### src/lpctm_pkg.sv
package lpctm_pkg;
    // Clock and window timing
    localparam int CLK_HZ = 125000000;
    localparam real WINDOW_UNIT_S = 0.02;
    localparam int WINDOW_UNIT_CYCLES = int'(WINDOW_UNIT_S * CLK_HZ);
    // Threshold register fields
    localparam int LEVEL_LSB = 0;
    localparam int LEVEL_MSB = 2;
    localparam int WINDOW_LSB = 3;
    localparam int WINDOW_MSB = 7;
    localparam logic [2:0] LEVEL_RESET = 3'h7;
    localparam logic [4:0] WINDOW_RESET = 5'h00;
    localparam logic [7:0] THRESHOLD_RESET = {WINDOW_RESET, LEVEL_RESET};
    localparam int LEVEL_DIV_SHIFT = 3;
    // Second status register
    localparam int DONE_BIT = 15;
    // Port lock configuration
    localparam int LOCK_BIT = 1;
    localparam logic [7:0] PORT_LOCK_RESET = 8'h00;
    // Delay from entering normal mode to transition done
    localparam int TRANSITION_CYCLES = 16;
    // Mode pin encoding {msb, lsb}
    localparam logic [1:0] MODE_NORMAL = 2'h1;
    localparam logic [1:0] MODE_REDUCED = 2'h0;
    localparam logic [1:0] MODE_LOW = 2'h2;
    localparam logic [1:0] MODE_SLEEP = 2'h3;
    typedef enum logic [1:0] {
        LPCTM_NORMAL,
        LPCTM_REDUCED,
        LPCTM_LOW,
        LPCTM_SLEEP
    } lpctm_mode_t;
endpackage

### src/lpctm_monitor.sv
`timescale 1ns/1ps
`default_nettype none
module lpctm_monitor #(
    parameter int SAMPLE_W = 16,
    parameter int COUNT_W = 8,
    parameter int WINDOW_UNIT = lpctm_pkg::WINDOW_UNIT_CYCLES
) (
    // Clock and reset
    input wire logic mclk,
    input wire logic rst_b,
    input wire logic soft_reset,
    // Mode pins from the host
    input wire logic mode_select_msb,
    input wire logic mode_select_lsb,
    // Register access from the serial port core
    input wire logic threshold_write,
    input wire logic [7:0] threshold_wdata,
    input wire logic port_lock_write,
    input wire logic [7:0] port_lock_wdata,
    input wire logic status_write,
    input wire logic [15:0] status_wdata,
    input wire logic spi_select_request,
    // Current samples, positive terminals, and full scale
    input wire logic sample_valid,
    input wire logic [SAMPLE_W-1:0] phase_a_positive_input,
    input wire logic [SAMPLE_W-1:0] phase_b_positive_input,
    input wire logic [SAMPLE_W-1:0] phase_c_positive_input,
    input wire logic [SAMPLE_W-1:0] full_scale,
    // Register views
    output logic [7:0] low_power_current_threshold,
    output logic [7:0] port_lock_config,
    output logic [15:0] second_status_register,
    // Interrupt pins
    output logic quiet_current_irq_n,
    output logic current_present_irq_n,
    // Port and engine enables
    output logic serial_port_enable,
    output logic spi_selected,
    output logic high_speed_capture_port_enable,
    output logic general_regs_available,
    output logic mean_abs_enable,
    output logic dsp_idle,
    output lpctm_pkg::lpctm_mode_t power_mode
);
    localparam int WCNT_W = 32;
    logic [1:0] pins_meta;
    logic [1:0] pins_sync;
    lpctm_pkg::lpctm_mode_t next_mode;
    logic [WCNT_W-1:0] unit_count;
    logic [4:0] unit_index;
    logic window_start;
    logic window_end;
    logic in_low;
    logic [SAMPLE_W-1:0] threshold;
    logic [SAMPLE_W+2:0] threshold_wide;
    logic [COUNT_W-1:0] counts [3];
    logic [SAMPLE_W-1:0] samples [3];
    logic [COUNT_W-1:0] limit;
    logic any_present;
    logic transition_active;
    logic [4:0] transition_count;
    logic done_flag;
    logic done_set;
    logic done_clear;
    logic port_locked;

    // Mode pins pass two flip-flops; idle in normal mode
    always_ff @(posedge mclk or negedge rst_b) begin
        if (!rst_b) begin
            pins_meta <= lpctm_pkg::MODE_NORMAL;
            pins_sync <= lpctm_pkg::MODE_NORMAL;
        end else begin
            pins_meta <= {mode_select_msb, mode_select_lsb};
            pins_sync <= pins_meta;
        end
    end

    // Decode of the mode pins
    always_comb begin
        case (pins_sync)
            lpctm_pkg::MODE_NORMAL: next_mode = lpctm_pkg::LPCTM_NORMAL;
            lpctm_pkg::MODE_REDUCED: next_mode = lpctm_pkg::LPCTM_REDUCED;
            lpctm_pkg::MODE_LOW: next_mode = lpctm_pkg::LPCTM_LOW;
            lpctm_pkg::MODE_SLEEP: next_mode = lpctm_pkg::LPCTM_SLEEP;
            default: next_mode = lpctm_pkg::LPCTM_NORMAL;
        endcase
    end

    // Current power mode
    always_ff @(posedge mclk or negedge rst_b) begin
        if (!rst_b) begin
            power_mode <= lpctm_pkg::LPCTM_NORMAL;
        end else begin
            power_mode <= next_mode;
        end
    end

    // Enables per mode
    assign in_low = (power_mode == lpctm_pkg::LPCTM_LOW);
    assign serial_port_enable = (power_mode == lpctm_pkg::LPCTM_NORMAL)
        || (power_mode == lpctm_pkg::LPCTM_REDUCED);
    assign high_speed_capture_port_enable = (power_mode == lpctm_pkg::LPCTM_NORMAL);
    assign general_regs_available = (power_mode == lpctm_pkg::LPCTM_NORMAL)
        && !transition_active;
    assign mean_abs_enable = (power_mode == lpctm_pkg::LPCTM_NORMAL)
        || (power_mode == lpctm_pkg::LPCTM_REDUCED);
    assign dsp_idle = 1'b1;

    // Threshold register; software reset leaves it alone, writes only in normal mode
    always_ff @(posedge mclk or negedge rst_b) begin
        if (!rst_b) begin
            low_power_current_threshold <= lpctm_pkg::THRESHOLD_RESET;
        end else if (threshold_write && general_regs_available) begin
            low_power_current_threshold <= threshold_wdata;
        end
    end

    // Port lock register and serial port choice
    always_ff @(posedge mclk or negedge rst_b) begin
        if (!rst_b) begin
            port_lock_config <= lpctm_pkg::PORT_LOCK_RESET;
            port_locked <= 1'b0;
            spi_selected <= 1'b0;
        end else begin
            if (port_lock_write && general_regs_available) begin
                port_lock_config <= port_lock_wdata;
                if (spi_selected || port_lock_wdata[lpctm_pkg::LOCK_BIT]) begin
                    port_locked <= 1'b1;
                end
            end
            if (spi_select_request && !port_locked && general_regs_available) begin
                spi_selected <= 1'b1;
            end else if (soft_reset && !port_locked) begin
                spi_selected <= 1'b0;
            end
        end
    end

    // Threshold = full scale * level / 8
    assign threshold_wide = full_scale * low_power_current_threshold[lpctm_pkg::LEVEL_MSB:
        lpctm_pkg::LEVEL_LSB];
    assign threshold = threshold_wide[SAMPLE_W+2:lpctm_pkg::LEVEL_DIV_SHIFT];

    // Window timer: (field + 1) units of 0.02 s, restarting while in low power
    always_ff @(posedge mclk or negedge rst_b) begin
        if (!rst_b) begin
            unit_count <= '0;
            unit_index <= '0;
        end else if (!in_low || window_end) begin
            unit_count <= '0;
            unit_index <= '0;
        end else if (unit_count == WCNT_W'(WINDOW_UNIT - 1)) begin
            unit_count <= '0;
            unit_index <= unit_index + 1'b1;
        end else begin
            unit_count <= unit_count + 1'b1;
        end
    end

    assign window_end = in_low && (unit_count == WCNT_W'(WINDOW_UNIT - 1))
        && (unit_index == low_power_current_threshold[lpctm_pkg::WINDOW_MSB:
        lpctm_pkg::WINDOW_LSB]);
    assign window_start = !in_low || window_end;

    // One excursion counter per phase
    assign samples[0] = phase_a_positive_input;
    assign samples[1] = phase_b_positive_input;
    assign samples[2] = phase_c_positive_input;
    for (genvar p = 0; p < 3; p++) begin : g_phase
        lpctm_phase #(
            .SAMPLE_W(SAMPLE_W),
            .COUNT_W(COUNT_W)
        ) u_phase (
            .mclk(mclk),
            .rst_b(rst_b),
            .window_start(window_start),
            .sample_valid(sample_valid && in_low),
            .positive_sample(samples[p]),
            .threshold(threshold),
            .count(counts[p])
        );
    end

    // Period plus one compared with each counter
    assign limit = COUNT_W'(low_power_current_threshold[lpctm_pkg::WINDOW_MSB:
        lpctm_pkg::WINDOW_LSB]) + 1'b1;
    assign any_present = (counts[0] >= limit) || (counts[1] >= limit)
        || (counts[2] >= limit);

    // Transition into normal mode, then done flag
    always_ff @(posedge mclk or negedge rst_b) begin
        if (!rst_b) begin
            transition_active <= 1'b1;
            transition_count <= '0;
        end else if (power_mode != lpctm_pkg::LPCTM_NORMAL || soft_reset) begin
            transition_active <= 1'b1;
            transition_count <= '0;
        end else if (transition_active) begin
            if (transition_count == 5'(lpctm_pkg::TRANSITION_CYCLES - 1)) begin
                transition_active <= 1'b0;
            end
            transition_count <= transition_count + 1'b1;
        end
    end

    assign done_set = transition_active && power_mode == lpctm_pkg::LPCTM_NORMAL
        && !soft_reset && transition_count == 5'(lpctm_pkg::TRANSITION_CYCLES - 1);

    // Write of one to the done bit, taken only while registers are open
    assign done_clear = status_write && status_wdata[lpctm_pkg::DONE_BIT]
        && general_regs_available;

    // Done flag: cleared during transition, set at end, write one clears; set wins
    always_ff @(posedge mclk or negedge rst_b) begin
        if (!rst_b) begin
            done_flag <= 1'b0;
        end else if (done_set) begin
            done_flag <= 1'b1;
        end else if (transition_active) begin
            done_flag <= 1'b0;
        end else if (done_clear) begin
            done_flag <= 1'b0;
        end
    end

    assign second_status_register = {done_flag, 15'h0000};

    // Interrupt pins: window results latch until mode leaves low power
    always_ff @(posedge mclk or negedge rst_b) begin
        if (!rst_b) begin
            quiet_current_irq_n <= 1'b1;
            current_present_irq_n <= 1'b1;
        end else begin
            if (window_end && !any_present) begin
                quiet_current_irq_n <= 1'b0;
            end else if (!in_low) begin
                quiet_current_irq_n <= 1'b1;
            end
            if (window_end && any_present) begin
                current_present_irq_n <= 1'b0;
            end else if (done_set) begin
                current_present_irq_n <= 1'b0;
            end else if (power_mode == lpctm_pkg::LPCTM_NORMAL && (!done_flag || done_clear)) begin
                current_present_irq_n <= 1'b1;
            end else if (power_mode != lpctm_pkg::LPCTM_NORMAL && !in_low) begin
                current_present_irq_n <= 1'b1;
            end
        end
    end
endmodule // lpctm_monitor
`default_nettype wire

### src/lpctm_phase.sv
`timescale 1ns/1ps
`default_nettype none
// One phase: threshold comparator on the positive terminal and excursion counter
module lpctm_phase #(
    parameter int SAMPLE_W = 16,
    parameter int COUNT_W = 8
) (
    // Clock and reset
    input wire logic mclk,
    input wire logic rst_b,
    // Control
    input wire logic window_start,
    input wire logic sample_valid,
    // Positive terminal sample and threshold
    input wire logic [SAMPLE_W-1:0] positive_sample,
    input wire logic [SAMPLE_W-1:0] threshold,
    // Result
    output logic [COUNT_W-1:0] count
);
    logic above;
    logic next_above;

    // Only the positive terminal is compared, not the differential signal
    assign next_above = positive_sample > threshold;

    // Remember whether the last sample sat above threshold
    always_ff @(posedge mclk or negedge rst_b) begin
        if (!rst_b) begin
            above <= 1'b0;
        end else if (window_start) begin
            above <= 1'b0;
        end else if (sample_valid) begin
            above <= next_above;
        end
    end

    // Count rising crossings only, saturating at the top
    always_ff @(posedge mclk or negedge rst_b) begin
        if (!rst_b) begin
            count <= '0;
        end else if (window_start) begin
            count <= '0;
        end else if (sample_valid && next_above && !above && count != '1) begin
            count <= count + 1'b1;
        end
    end
endmodule // lpctm_phase
`default_nettype wire

### config.mk
export PLATFORM = sky130hd
export DESIGN_NAME = lpctm_monitor
export DESIGN_NICKNAME = d
export VERILOG_FILES = /design/src/lpctm_pkg.sv /design/src/lpctm_monitor.sv /design/src/lpctm_phase.sv
export SDC_FILE = /design/constraint.sdc
export NUM_CORES = 1
export LEC_CHECK = 0
export BUFFER_PORTS_ARGS = -buffer_cell sky130_fd_sc_hd__buf_4
export CAP_MARGIN = 10
export CORE_MARGIN = 2
export CORE_UTILIZATION = 43
export CTS_BUF_LIST = sky130_fd_sc_hd__clkbuf_16
export DETAILED_ROUTE_END_ITERATION = 7
export SETUP_SLACK_MARGIN = 0.1
export SLEW_MARGIN = 10
export SYNTH_ARGS = -nofsm -noshare
export SYNTH_HDL_FRONTEND = slang
export SYNTH_SLANG_ARGS = --single-unit
### constraint.sdc
create_clock -name mclk -period 11.1 [get_ports mclk]
set_input_delay 1.665 -clock mclk [delete_from_list [all_inputs] [get_ports mclk]]
set_output_delay 1.665 -clock mclk [all_outputs]
set_load 0.1 [all_outputs]
After elaboration in Yosys (flattened, before gate mapping)
Cells that the tools add are included.
{"block": "classes", "n_reduce_logical": 56, "muxes": 33, "n_eq_ne": 12, "add_sub_neg": 7, "multipliers": 1, "order_cmp": 6}
{"operator": "32-bit 2-to-1 mux", "count": 2}
{"operator": "16-bit > comparator", "count": 3}
{"operator": "8-bit 2-to-1 mux", "count": 6}
{"operator": "32-bit by 1-bit adder with 32-bit output (second input constant)", "count": 1}
{"operator": "32-bit by 22-bit equality test with 1-bit output (second input constant)", "count": 1}
{"operator": "1-bit logical AND", "count": 27}
{"operator": "8-bit by 1-bit adder with 8-bit output (second input constant)", "count": 3}
{"operator": "8-bit by 6-bit greater-or-equal comparator with 1-bit output", "count": 3}
{"operator": "8-bit inequality test (second input constant)", "count": 3}
{"operator": "1-bit 2-to-1 mux", "count": 20}
{"operator": "5-bit 2-to-1 mux", "count": 4}
{"operator": "16-bit by 3-bit multiplier with 19-bit output", "count": 1}
{"operator": "2-bit nonzero test", "count": 8}
{"operator": "5-bit by 1-bit adder with 5-bit output (second input constant)", "count": 2}
{"operator": "1-bit logical NOT", "count": 9}
{"operator": "2-bit case mux with 4 select lines", "count": 1}
{"operator": "1-bit logical OR", "count": 7}
{"operator": "5-bit by 1-bit adder with 6-bit output (second input constant)", "count": 1}
{"operator": "2-bit equality test (second input constant)", "count": 3}
{"operator": "5-bit by 4-bit equality test with 1-bit output (second input constant)", "count": 1}
{"operator": "5-bit equality test", "count": 1}
{"operator": "2-bit by 1-bit equality test with 1-bit output (second input constant)", "count": 2}
{"operator": "2-bit logical NOT", "count": 2}
{"operator": "4-bit nonzero test", "count": 1}
{"operator": "other kinds (3)", "count": 3}
{"block": "word_totals", "register_bits": 97, "wordCells": 135, "output_inout_bits": 42, "in_bits": 106}

Depth between registers and ports, before layout
Gate-level depths: netlist of run 1.
{"block": "depth", "word_depth": 8, "depth_mapped": 25, "depth_no_buf": 24}

Cells and area by module
Synthesis of run 1 repeated with hierarchy kept, for this count alone.
{"block": "unflattened", "cells_unflattened": 898, "hier_area_um2": 8032.7}
{"module": "lpctm_monitor", "seq_area_each_um2": 1761.7, "area_each_um2": 5074.9, "cells_per_inst": 565, "n_inst": 1}
{"module": "lpctm_phase", "seq_area_each_um2": 225.2, "area_each_um2": 985.9, "cells_per_inst": 111, "n_inst": 3}

Least setup slack after synthesis of run 1
No wires, ideal clock.
{"block": "synth_timing", "path_kind": "input to register", "start": "in full_scale[0]", "end": "reg g_phase[2].u_phase.count[3]", "path_buffers": 0, "t_required_ps": 11033, "slack_ps": 4983, "arrival_ps": 6051, "path_stages": 23, "setup_ps": 67, "path_cell_list": "and2_1 fa_1 nand3_1 nor2_1 fa_1 a211oi_1 o21ba_1 o22ai_1 o21a_1 o21a_1 o21ai_0 nand2b_1 a21o_1 a21oi_1 ha_1 and4_1 and2_1 nand3_1 o21ai_0 a31oi_1 nor3_4 or4b_1 nand2_1"}
{"block": "synth_via", "elab_chain_cells": 6}
{"item": "start: declaration", "line_no": "lpctm_monitor.sv:28", "source": "input wire logic [SAMPLE_W-1:0] full_scale,"}
{"item": "16-bit by 3-bit multiplier with 19-bit output", "line_no": "lpctm_monitor.sv:140", "source": "assign threshold_wide = full_scale * low_power_current_threshold[lpctm_pkg::LEVEL_MSB:"}
{"item": "16-bit > comparator", "line_no": "lpctm_phase.sv:24", "source": "assign next_above = positive_sample > threshold;"}
{"item": "1-bit logical AND (3 in a row)", "line_no": "lpctm_phase.sv:43", "source": "end else if (sample_valid && next_above && !above && count != '1) begin"}
{"item": "2-bit nonzero test (no source line)"}
{"item": "end signal: assignment", "line_no": "lpctm_phase.sv:44", "source": "count <= count + 1'b1;"}
{"item": "end: declaration", "line_no": "lpctm_phase.sv:18", "source": "output logic [COUNT_W-1:0] count"}
No other way between the ends.
A chain may end at the register's enable or synchronous reset.

Final worst setup path of run 1
{"block": "layout_timing", "start": "in full_scale[0]", "end": "reg g_phase[1].u_phase.count[3]"}
{"block": "layout_via", "elab_chain_cells": 6}
{"item": "16-bit by 3-bit multiplier with 19-bit output", "line_no": "lpctm_monitor.sv:140"}
{"item": "16-bit > comparator", "line_no": "lpctm_phase.sv:24"}
{"item": "1-bit logical AND (3 in a row)", "line_no": "lpctm_phase.sv:43"}
{"item": "2-bit nonzero test (no source line)"}
{"item": "end signal: assignment", "line_no": "lpctm_phase.sv:44"}
{"item": "end: declaration", "line_no": "lpctm_phase.sv:18"}
No other way between the ends.

==> impl_metrics.tcl, run 1 <==
set metrics [dict create \
    post_synth_main_area_contributors "dfrtp_1 29%, ha_1 14%, nand2_1 4.6%" \
    drt_first_pass_iters 4 \
    number_of_warnings_reported_in_the_yosys_synthesis_log 0 \
    critPathArrivalTime_ns 6.94 \
    irDropWorstVdd_mv 0.0805 \
    postLayoutCoreUtil_pct 51.5 \
    relSlewSlack_pct 33.9 \
    io_port_bufs 116 \
    critPathLaunchType "input pin" \
    die-area_sq_mm 0.0187 \
    antenna_found_initial 0 \
    number_of_flops_mapped_to_enable_cells_by_yosys 0 \
    cts_hold_buffers 0 \
    clock-sinks 97 \
    place_area_sq_mm 0.00860 \
    most_common_cell_after_layout_fill_and_taps_aside "buf_4" \
    grt-ovfl-total 0 \
    leakage_power_of_the_design_nw 4.19 \
    hpwl_microns 13500 \
    clock_power_share_pct 37.9 \
    postLayoutSetupSlackWorst_ns 4.44 \
    timing.final.crit_share_pct 60.0 \
    synth_seq_area_share_pct 32.2 \
    coreArea_sq_mm 0.0172 \
    drive_above_1_share_pct 18.4 \
    fill_cells 1657 \
    gr-usage-all-layers_pct 19.1 \
    final_net_count 1155 \
    first_global_vias 5825 \
    switchingPower_mw 0.216 \
    bufs_on_longest_clock_path 2 \
    vias 6087 \
    timing_hold_violations_final 0 \
    hold_crit_class "flip-flop to flip-flop" \
    path_max_fanout 6 \
    worstSetupPathType "input pin to flip-flop" \
    die_w_microns 137 \
    cts_setup_buffers 0 \
    ios 148 \
    tritoncts "done" \
    netSwitchingFraction_pct 28.4 \
    worst_path_largest_cell_delay_ns 0.49 \
    yosys_register_bits 97 \
    drc 0 \
    number_of_design_rule_violations_left_by_the_first_detailed_router_iteration 336 \
    core.rowCount 48 \
    netlist.area_leader.share_pct 29.4 \
    end_kind "flip-flop" \
    combinational_share_of_power_pct 14.9 \
    timing.critical_path.cells "buf_4 > and2_1 > fa_1 > nand3_1 > nor2_1 > fa_1 > a211oi_1 > o21ba_1 > o22ai_1 > o21a_1 > o21a_1 > o21ai_0 > nand2b_1 > a21o_1 > a21oi_1 > ha_1 > nand3_1 > nor2_1 > inv_1 > o41ai_1 > a2bb2oi_1 > nand2_1 > a211o_1 > nand2_1" \
    cts_resized 0 \
    syn_area_sq_mm 0.00758 \
    internal_power_contribution_mw 0.546 \
    grt_start_max_net_pins 66 \
    clock_skew_ns 0.0136 \
    synth_area_leader_cell "dfrtp_1" \
    floorplan.initialDensity_pct 44.0 \
    ant_nets 0 \
    clock_insertion_delay_worst_skew_ns 0.35 \
    post-place-ws_ns 4.11 \
    final_period_minus_worst_setup_slack_ns 6.66 \
    synth.avg_cell_area_sq_um 9.04 \
    cts_root_cell "clkbuf_16" \
    finalSetupTns_ns 0 \
    slowest_stage "fa_1" \
    drt-total-wl_microns 17000 \
    outcome "finished, final reports clean" \
    path_clk_slew_ns 0.07 \
    async_s_r_ff_share_synth_pct 100 \
    timing.max_cap.violations 0 \
    crit_required_ns 11.38 \
    dominantRegCellSynth "dfrtp_1" \
    cts_inserted_buffers 9 \
    timing_worst_slew_pin_value_ns 0.991 \
    design_power_total_mw 0.763 \
    finalSetupViolations 0 \
    ctsHtreeMaxLevel 3 \
    setup_repair_after_global_routing_missed_its_margin "false" \
    final_area_sq_mm 0.00887 \
    detail_route.vias_per_cell 5.17 \
    slew_violations 0 \
    area_delta_synth_final_pct 17.1 \
    syn-instance-count 838 \
    wire_length_of_the_first_global_routing_pass_microns 28400 \
    wl_per_cell_microns 14.4 \
    antenna_cells 0 \
    synth.lib_cells_used.distinct 74 \
    final_weighted_congestion_in_routability_driven_placement 0.801 \
    share_seq_of_total_power_pct 47.2 \
    power-per-cell-area_mw_per_mm2 86.0 \
    maxClockFrequency_ghz 0.150 \
    final_cell_mix "118 x buf_4, 93 x nand2_1, 89 x dfrtp_1" \
    fp.dieH_microns 137 \
]
through the flow:
stage                     hold WS [ns]  std cells
after detailed placement         0.338       1161
after floorplan                  0.331        852
after global routing             0.358       1177
final                            0.352       1177
after global placement           0.335       1161
after CTS                        0.352       1177
final cells by class:
type | count | area [sq um] | share of cell area (%)
multi-input combinational | 667 | 4800 | 54.0
sequential | 97 | 2440 | 27.5
timing repair buffer | 118 | 886 | 9.98
tap | 225 | 282 | 3.17
clock buffer | 9 | 225 | 2.54
inverter | 54 | 203 | 2.28
clock inverter | 7 | 45.0 | 0.508
state kept, by name, indices dropped and copies added (netlist names), 2 cells and up:
| signal | flops |
|---|---|
| g_phase.u_phase.above | 3 |
| g_phase.u_phase.count | 24 |
| low_power_current_threshold | 8 |
| pins_meta | 2 |
| pins_sync | 2 |
| port_lock_config | 8 |
| power_mode | 2 |
| transition_count | 5 |
| unit_count | 32 |
| unit_index | 5 |
worst paths after layout:
kind / start / end / slack [ns] / cells past startpoint
worst min-delay path: pins_meta[1] / pins_sync[1] / 0.35 / 0
worst min register to register: pins_meta[1] / pins_sync[1] / 0.35 / 0
worst max register to register: low_power_current_threshold[1] / g_phase[1].u_phase.count[3] / 5.10 / 24
max in group asynchronous: rst_b / unit_count[19] / 8.68 / 2
min in group asynchronous: rst_b / g_phase[2].u_phase.count[1] / 1.23 / 1
worst max-delay path: full_scale[0] / g_phase[1].u_phase.count[3] / 4.44 / 24
power by group through the flow:
stage	combinational (mW)	sequential, mW	clock [mW]
floorplan	0.0671	0.371	0
global placement	0.114	0.367	0
detailed placement	0.115	0.367	0
CTS	0.115	0.360	0.301
global route	0.124	0.360	0.316
finish	0.113	0.360	0.289
routing by layer:
layer | up-vias | global-route usage [%] | share of wire [%]
met5 | - | 0 | 0
met4 | 0 | 3.94 | 0.98
met3 | 11 | 4.48 | 4.6
met2 | 96 | 31.2 | 47
met1 | 2858 | 26.0 | 48
li1 | 3122 | - | -
logic make-up (layout without fill, tap and decap cells):
| logic type | Yosys count | in the layout | share of synthesized area (%) |
|---|---|---|---|
| AO/OA/AOI/OAI | 141 | 141 | 12.4 |
| XOR/XNOR | 65 | 65 | 7.51 |
| adder cells (fa/ha/maj) | 106 | 106 | 18.9 |
| buffers and inverters | 88 | 188 | 5.25 |
| flip-flops | 97 | 97 | 32.2 |
| multiplexers | 20 | 20 | 2.89 |
| other | 2 | 16 | 0.0991 |
| AND/OR/NAND/NOR | 319 | 319 | 20.8 |
synthesized netlist by cell type, types with 18 or more instances:
library cell  instances
a21oi_1              44
buf_4                18
dfrtp_1              89
ha_1                 87
inv_1                54
nand2_1              93
nand3_1              32
nand4_1              22
nor2_1               82
o21ai_0              30
xnor2_1              33
xor2_1               32
critical path: cells and delay by family:
family / cells / cell delay (ns)
adder cells (fa/ha/maj): 3 / 1.13
AND/OR/NAND/NOR: 8 / 1.05
buffers and inverters: 2 / 0.22
AO/OA/AOI/OAI: 11 / 2.91
Power figures use the tool's default switching activity.
==> run 2, diff against run 1 <==
Settings changed: PLACE_DENSITY set to 0.67.
Clock period 11.1 ns to 5.8 ns, I/O delays scaled along.
==> impl_metrics.tcl, run 2 (synthesized netlist as in run 1, its figures left out) <==
set metrics [dict create \
    outcome "finished, final reports clean" \
    maxClockFrequency_ghz 0.185 \
    number_of_design_rule_violations_left_by_the_first_detailed_router_iteration 278 \
    drive_above_1_share_pct 21.8 \
    drc 0 \
    holdPathStages 0 \
    die-area_sq_mm 0.0187 \
    clock_insertion_delay_worst_skew_ns 0.35 \
    worst_r2r_endpoint "g_phase[2].u_phase.count[5]" \
    finalSetupViolations 0 \
    place_area_sq_mm 0.00873 \
    bufs_on_longest_clock_path 2 \
    hold_crit_class "flip-flop to flip-flop" \
    ant_nets 0 \
    fin_worst_hold_slack_ns 0.354 \
    path_clk_slew_ns 0.07 \
    die_w_microns 137 \
    vias 6307 \
    power-per-cell-area_mw_per_mm2 171 \
    wire_length_of_the_first_global_routing_pass_microns 28700 \
    rrSetupSlack_ns 0.42 \
    largest_reg_flops 32 \
    worst_path_largest_cell_delay_ns 0.49 \
    ctsHtreeMaxLevel 3 \
    placed_cells_incl_taps 1177 \
    timing.max_cap.violations 0 \
    critPathArrivalTime_ns 5.58 \
    timing_worst_slew_pin_value_ns 1.08 \
    grt-ovfl-total 0 \
    largest_registers "unit_count x32, g_phase.u_phase.count x24" \
    hold_end "pins_sync[1]" \
    cell_count_of_the_worst_reg_to_reg_path 23 \
    slew_violations 0 \
    hpwl_microns 13700 \
    design_power_total_mw 1.57 \
    final_cell_mix "143 x buf_4, 93 x nand2_1, 89 x dfrtp_1" \
    final_period_minus_worst_setup_slack_ns 5.40 \
    core.rowCount 48 \
    hold_path.startpoint "pins_meta[1]" \
    leakage_power_of_the_design_nw 4.35 \
    cts_root_cell "clkbuf_16" \
    regMostFlops "unit_count" \
    floorplan.initialDensity_pct 44.0 \
    slowest_stage "fa_1" \
    critPathLaunchType "input pin" \
    io_port_bufs 116 \
    finalSetupTns_ns 0 \
    grt_start_max_net_pins 62 \
    fp.dieH_microns 137 \
    drt-total-wl_microns 17700 \
    path_max_fanout 4 \
    antenna_cells 0 \
    end_kind "flip-flop" \
    timing_hold_violations_final 0 \
    r2r_start "low_power_current_threshold[0]" \
    clock_skew_ns 0.00847 \
    final_net_count 1181 \
    timing.critical_path.cells "buf_4 > and2_1 > fa_1 > nand3_1 > nor2_1 > fa_1 > a211oi_2 > o21ba_1 > o22ai_1 > o21a_1 > o21a_1 > o21ai_0 > nand2b_1 > a21o_1 > a21oi_2 > ha_1 > and4_1 > and2_1 > nand3_1 > o21ai_0 > a31oi_1 > or2_2 > o41ai_2 > a21oi_1" \
    irDropWorstVdd_mv 0.205 \
    coreArea_sq_mm 0.0172 \
    first_global_vias 5987 \
    antenna_found_initial 0 \
    crit_required_ns 5.98 \
    area_delta_synth_final_pct 21.3 \
    most_common_cell_after_layout_fill_and_taps_aside "buf_4" \
    final_cell_count_no_fill 1203 \
    cts_inserted_buffers 9 \
    final_area_sq_mm 0.00919 \
    timing.final.crit_share_pct 93.1 \
    drt_first_pass_iters 4 \
    fill_cells 1587 \
    clock-sinks 97 \
    detail_route.vias_per_cell 5.24 \
    worstSetupPathType "input pin to flip-flop" \
    final_weighted_congestion_in_routability_driven_placement 0.859 \
    wl_per_cell_microns 14.7 \
    gr-usage-all-layers_pct 19.1 \
    ios 148 \
    relSlewSlack_pct 28.0 \
    tritoncts "done" \
    setup_repair_after_global_routing_missed_its_margin "true" \
]
==> run 2: per-stage QoR <==
step / worst slack [ns] / utilization (%)
4_1_cts: 0.201 / 52.5
6_report: 0.399 / 53.3
2_1_floorplan: 0.142 / -
3_5_place_dp: -0.0614 / 50.7
5_1_grt: 0.0346 / 53.3
3_3_place_gp: 0.00523 / 50.7
==> run 2: area by class of cell <==
| class | instances | area (sq um) | share of cell area (%) |
|---|---|---|---|
| clock inverters | 7 | 101 | 1.10 |
| inverters | 54 | 203 | 2.20 |
| clock buffers | 9 | 225 | 2.45 |
| multi-input cells | 667 | 4860 | 52.9 |
| well taps | 225 | 282 | 3.06 |
| repair buffers | 144 | 1080 | 11.7 |
| flip-flops and latches | 97 | 2440 | 26.6 |
==> run 2: what timing repair did <==
item,4_1_cts,5_1_grt
endpoints found under the hold margin,0,0
hold buffers,0,0
setup buffers,0,10
resized for setup,0,13
setup endpoints to repair,0,25
==> run 2: how the worst max path moves through the flow <==
stage / cells after the start / from / end
finish: 24 / full_scale[0] / g_phase[2].u_phase.count[5]
global route: 25 / full_scale[1] / g_phase[2].u_phase.count[7]
CTS: 23 / low_power_current_threshold[0] / g_phase[2].u_phase.count[3]
detailed placement: 24 / full_scale[0] / g_phase[2].u_phase.count[5]
global placement: 24 / full_scale[0] / g_phase[2].u_phase.count[7]
floorplan: 24 / low_power_current_threshold[1] / g_phase[2].u_phase.count[3]
==> run 2: report_power, final <==
| group | total (mW) | switching [mW] | leakage, nW | internal (mW) |
|---|---|---|---|---|
| clock | 0.657 | 0.275 | 0.153 | 0.382 |
| combinational | 0.225 | 0.148 | 2.88 | 0.0763 |
| sequential | 0.689 | 0.00694 | 1.31 | 0.682 |
| total | 1.57 | 0.430 | 4.35 | 1.14 |
==> run 2: layer usage <==
metal,vias up,track usage (%),wire (microns)
li1,3168,-,-
met1,3002,26.5,8370
met2,118,30.9,8440
met3,19,3.44,632
met4,0,4.69,244
met5,-,0,0
==> run 2: worst max-delay path: cells and delay by family <==
family                   cells  cell delay, ns
AND/OR/NAND/NOR              8            1.33
buffers and inverters        1            0.11
adder cells (fa/ha/maj)      3            1.05
AO/OA/AOI/OAI               12            2.20
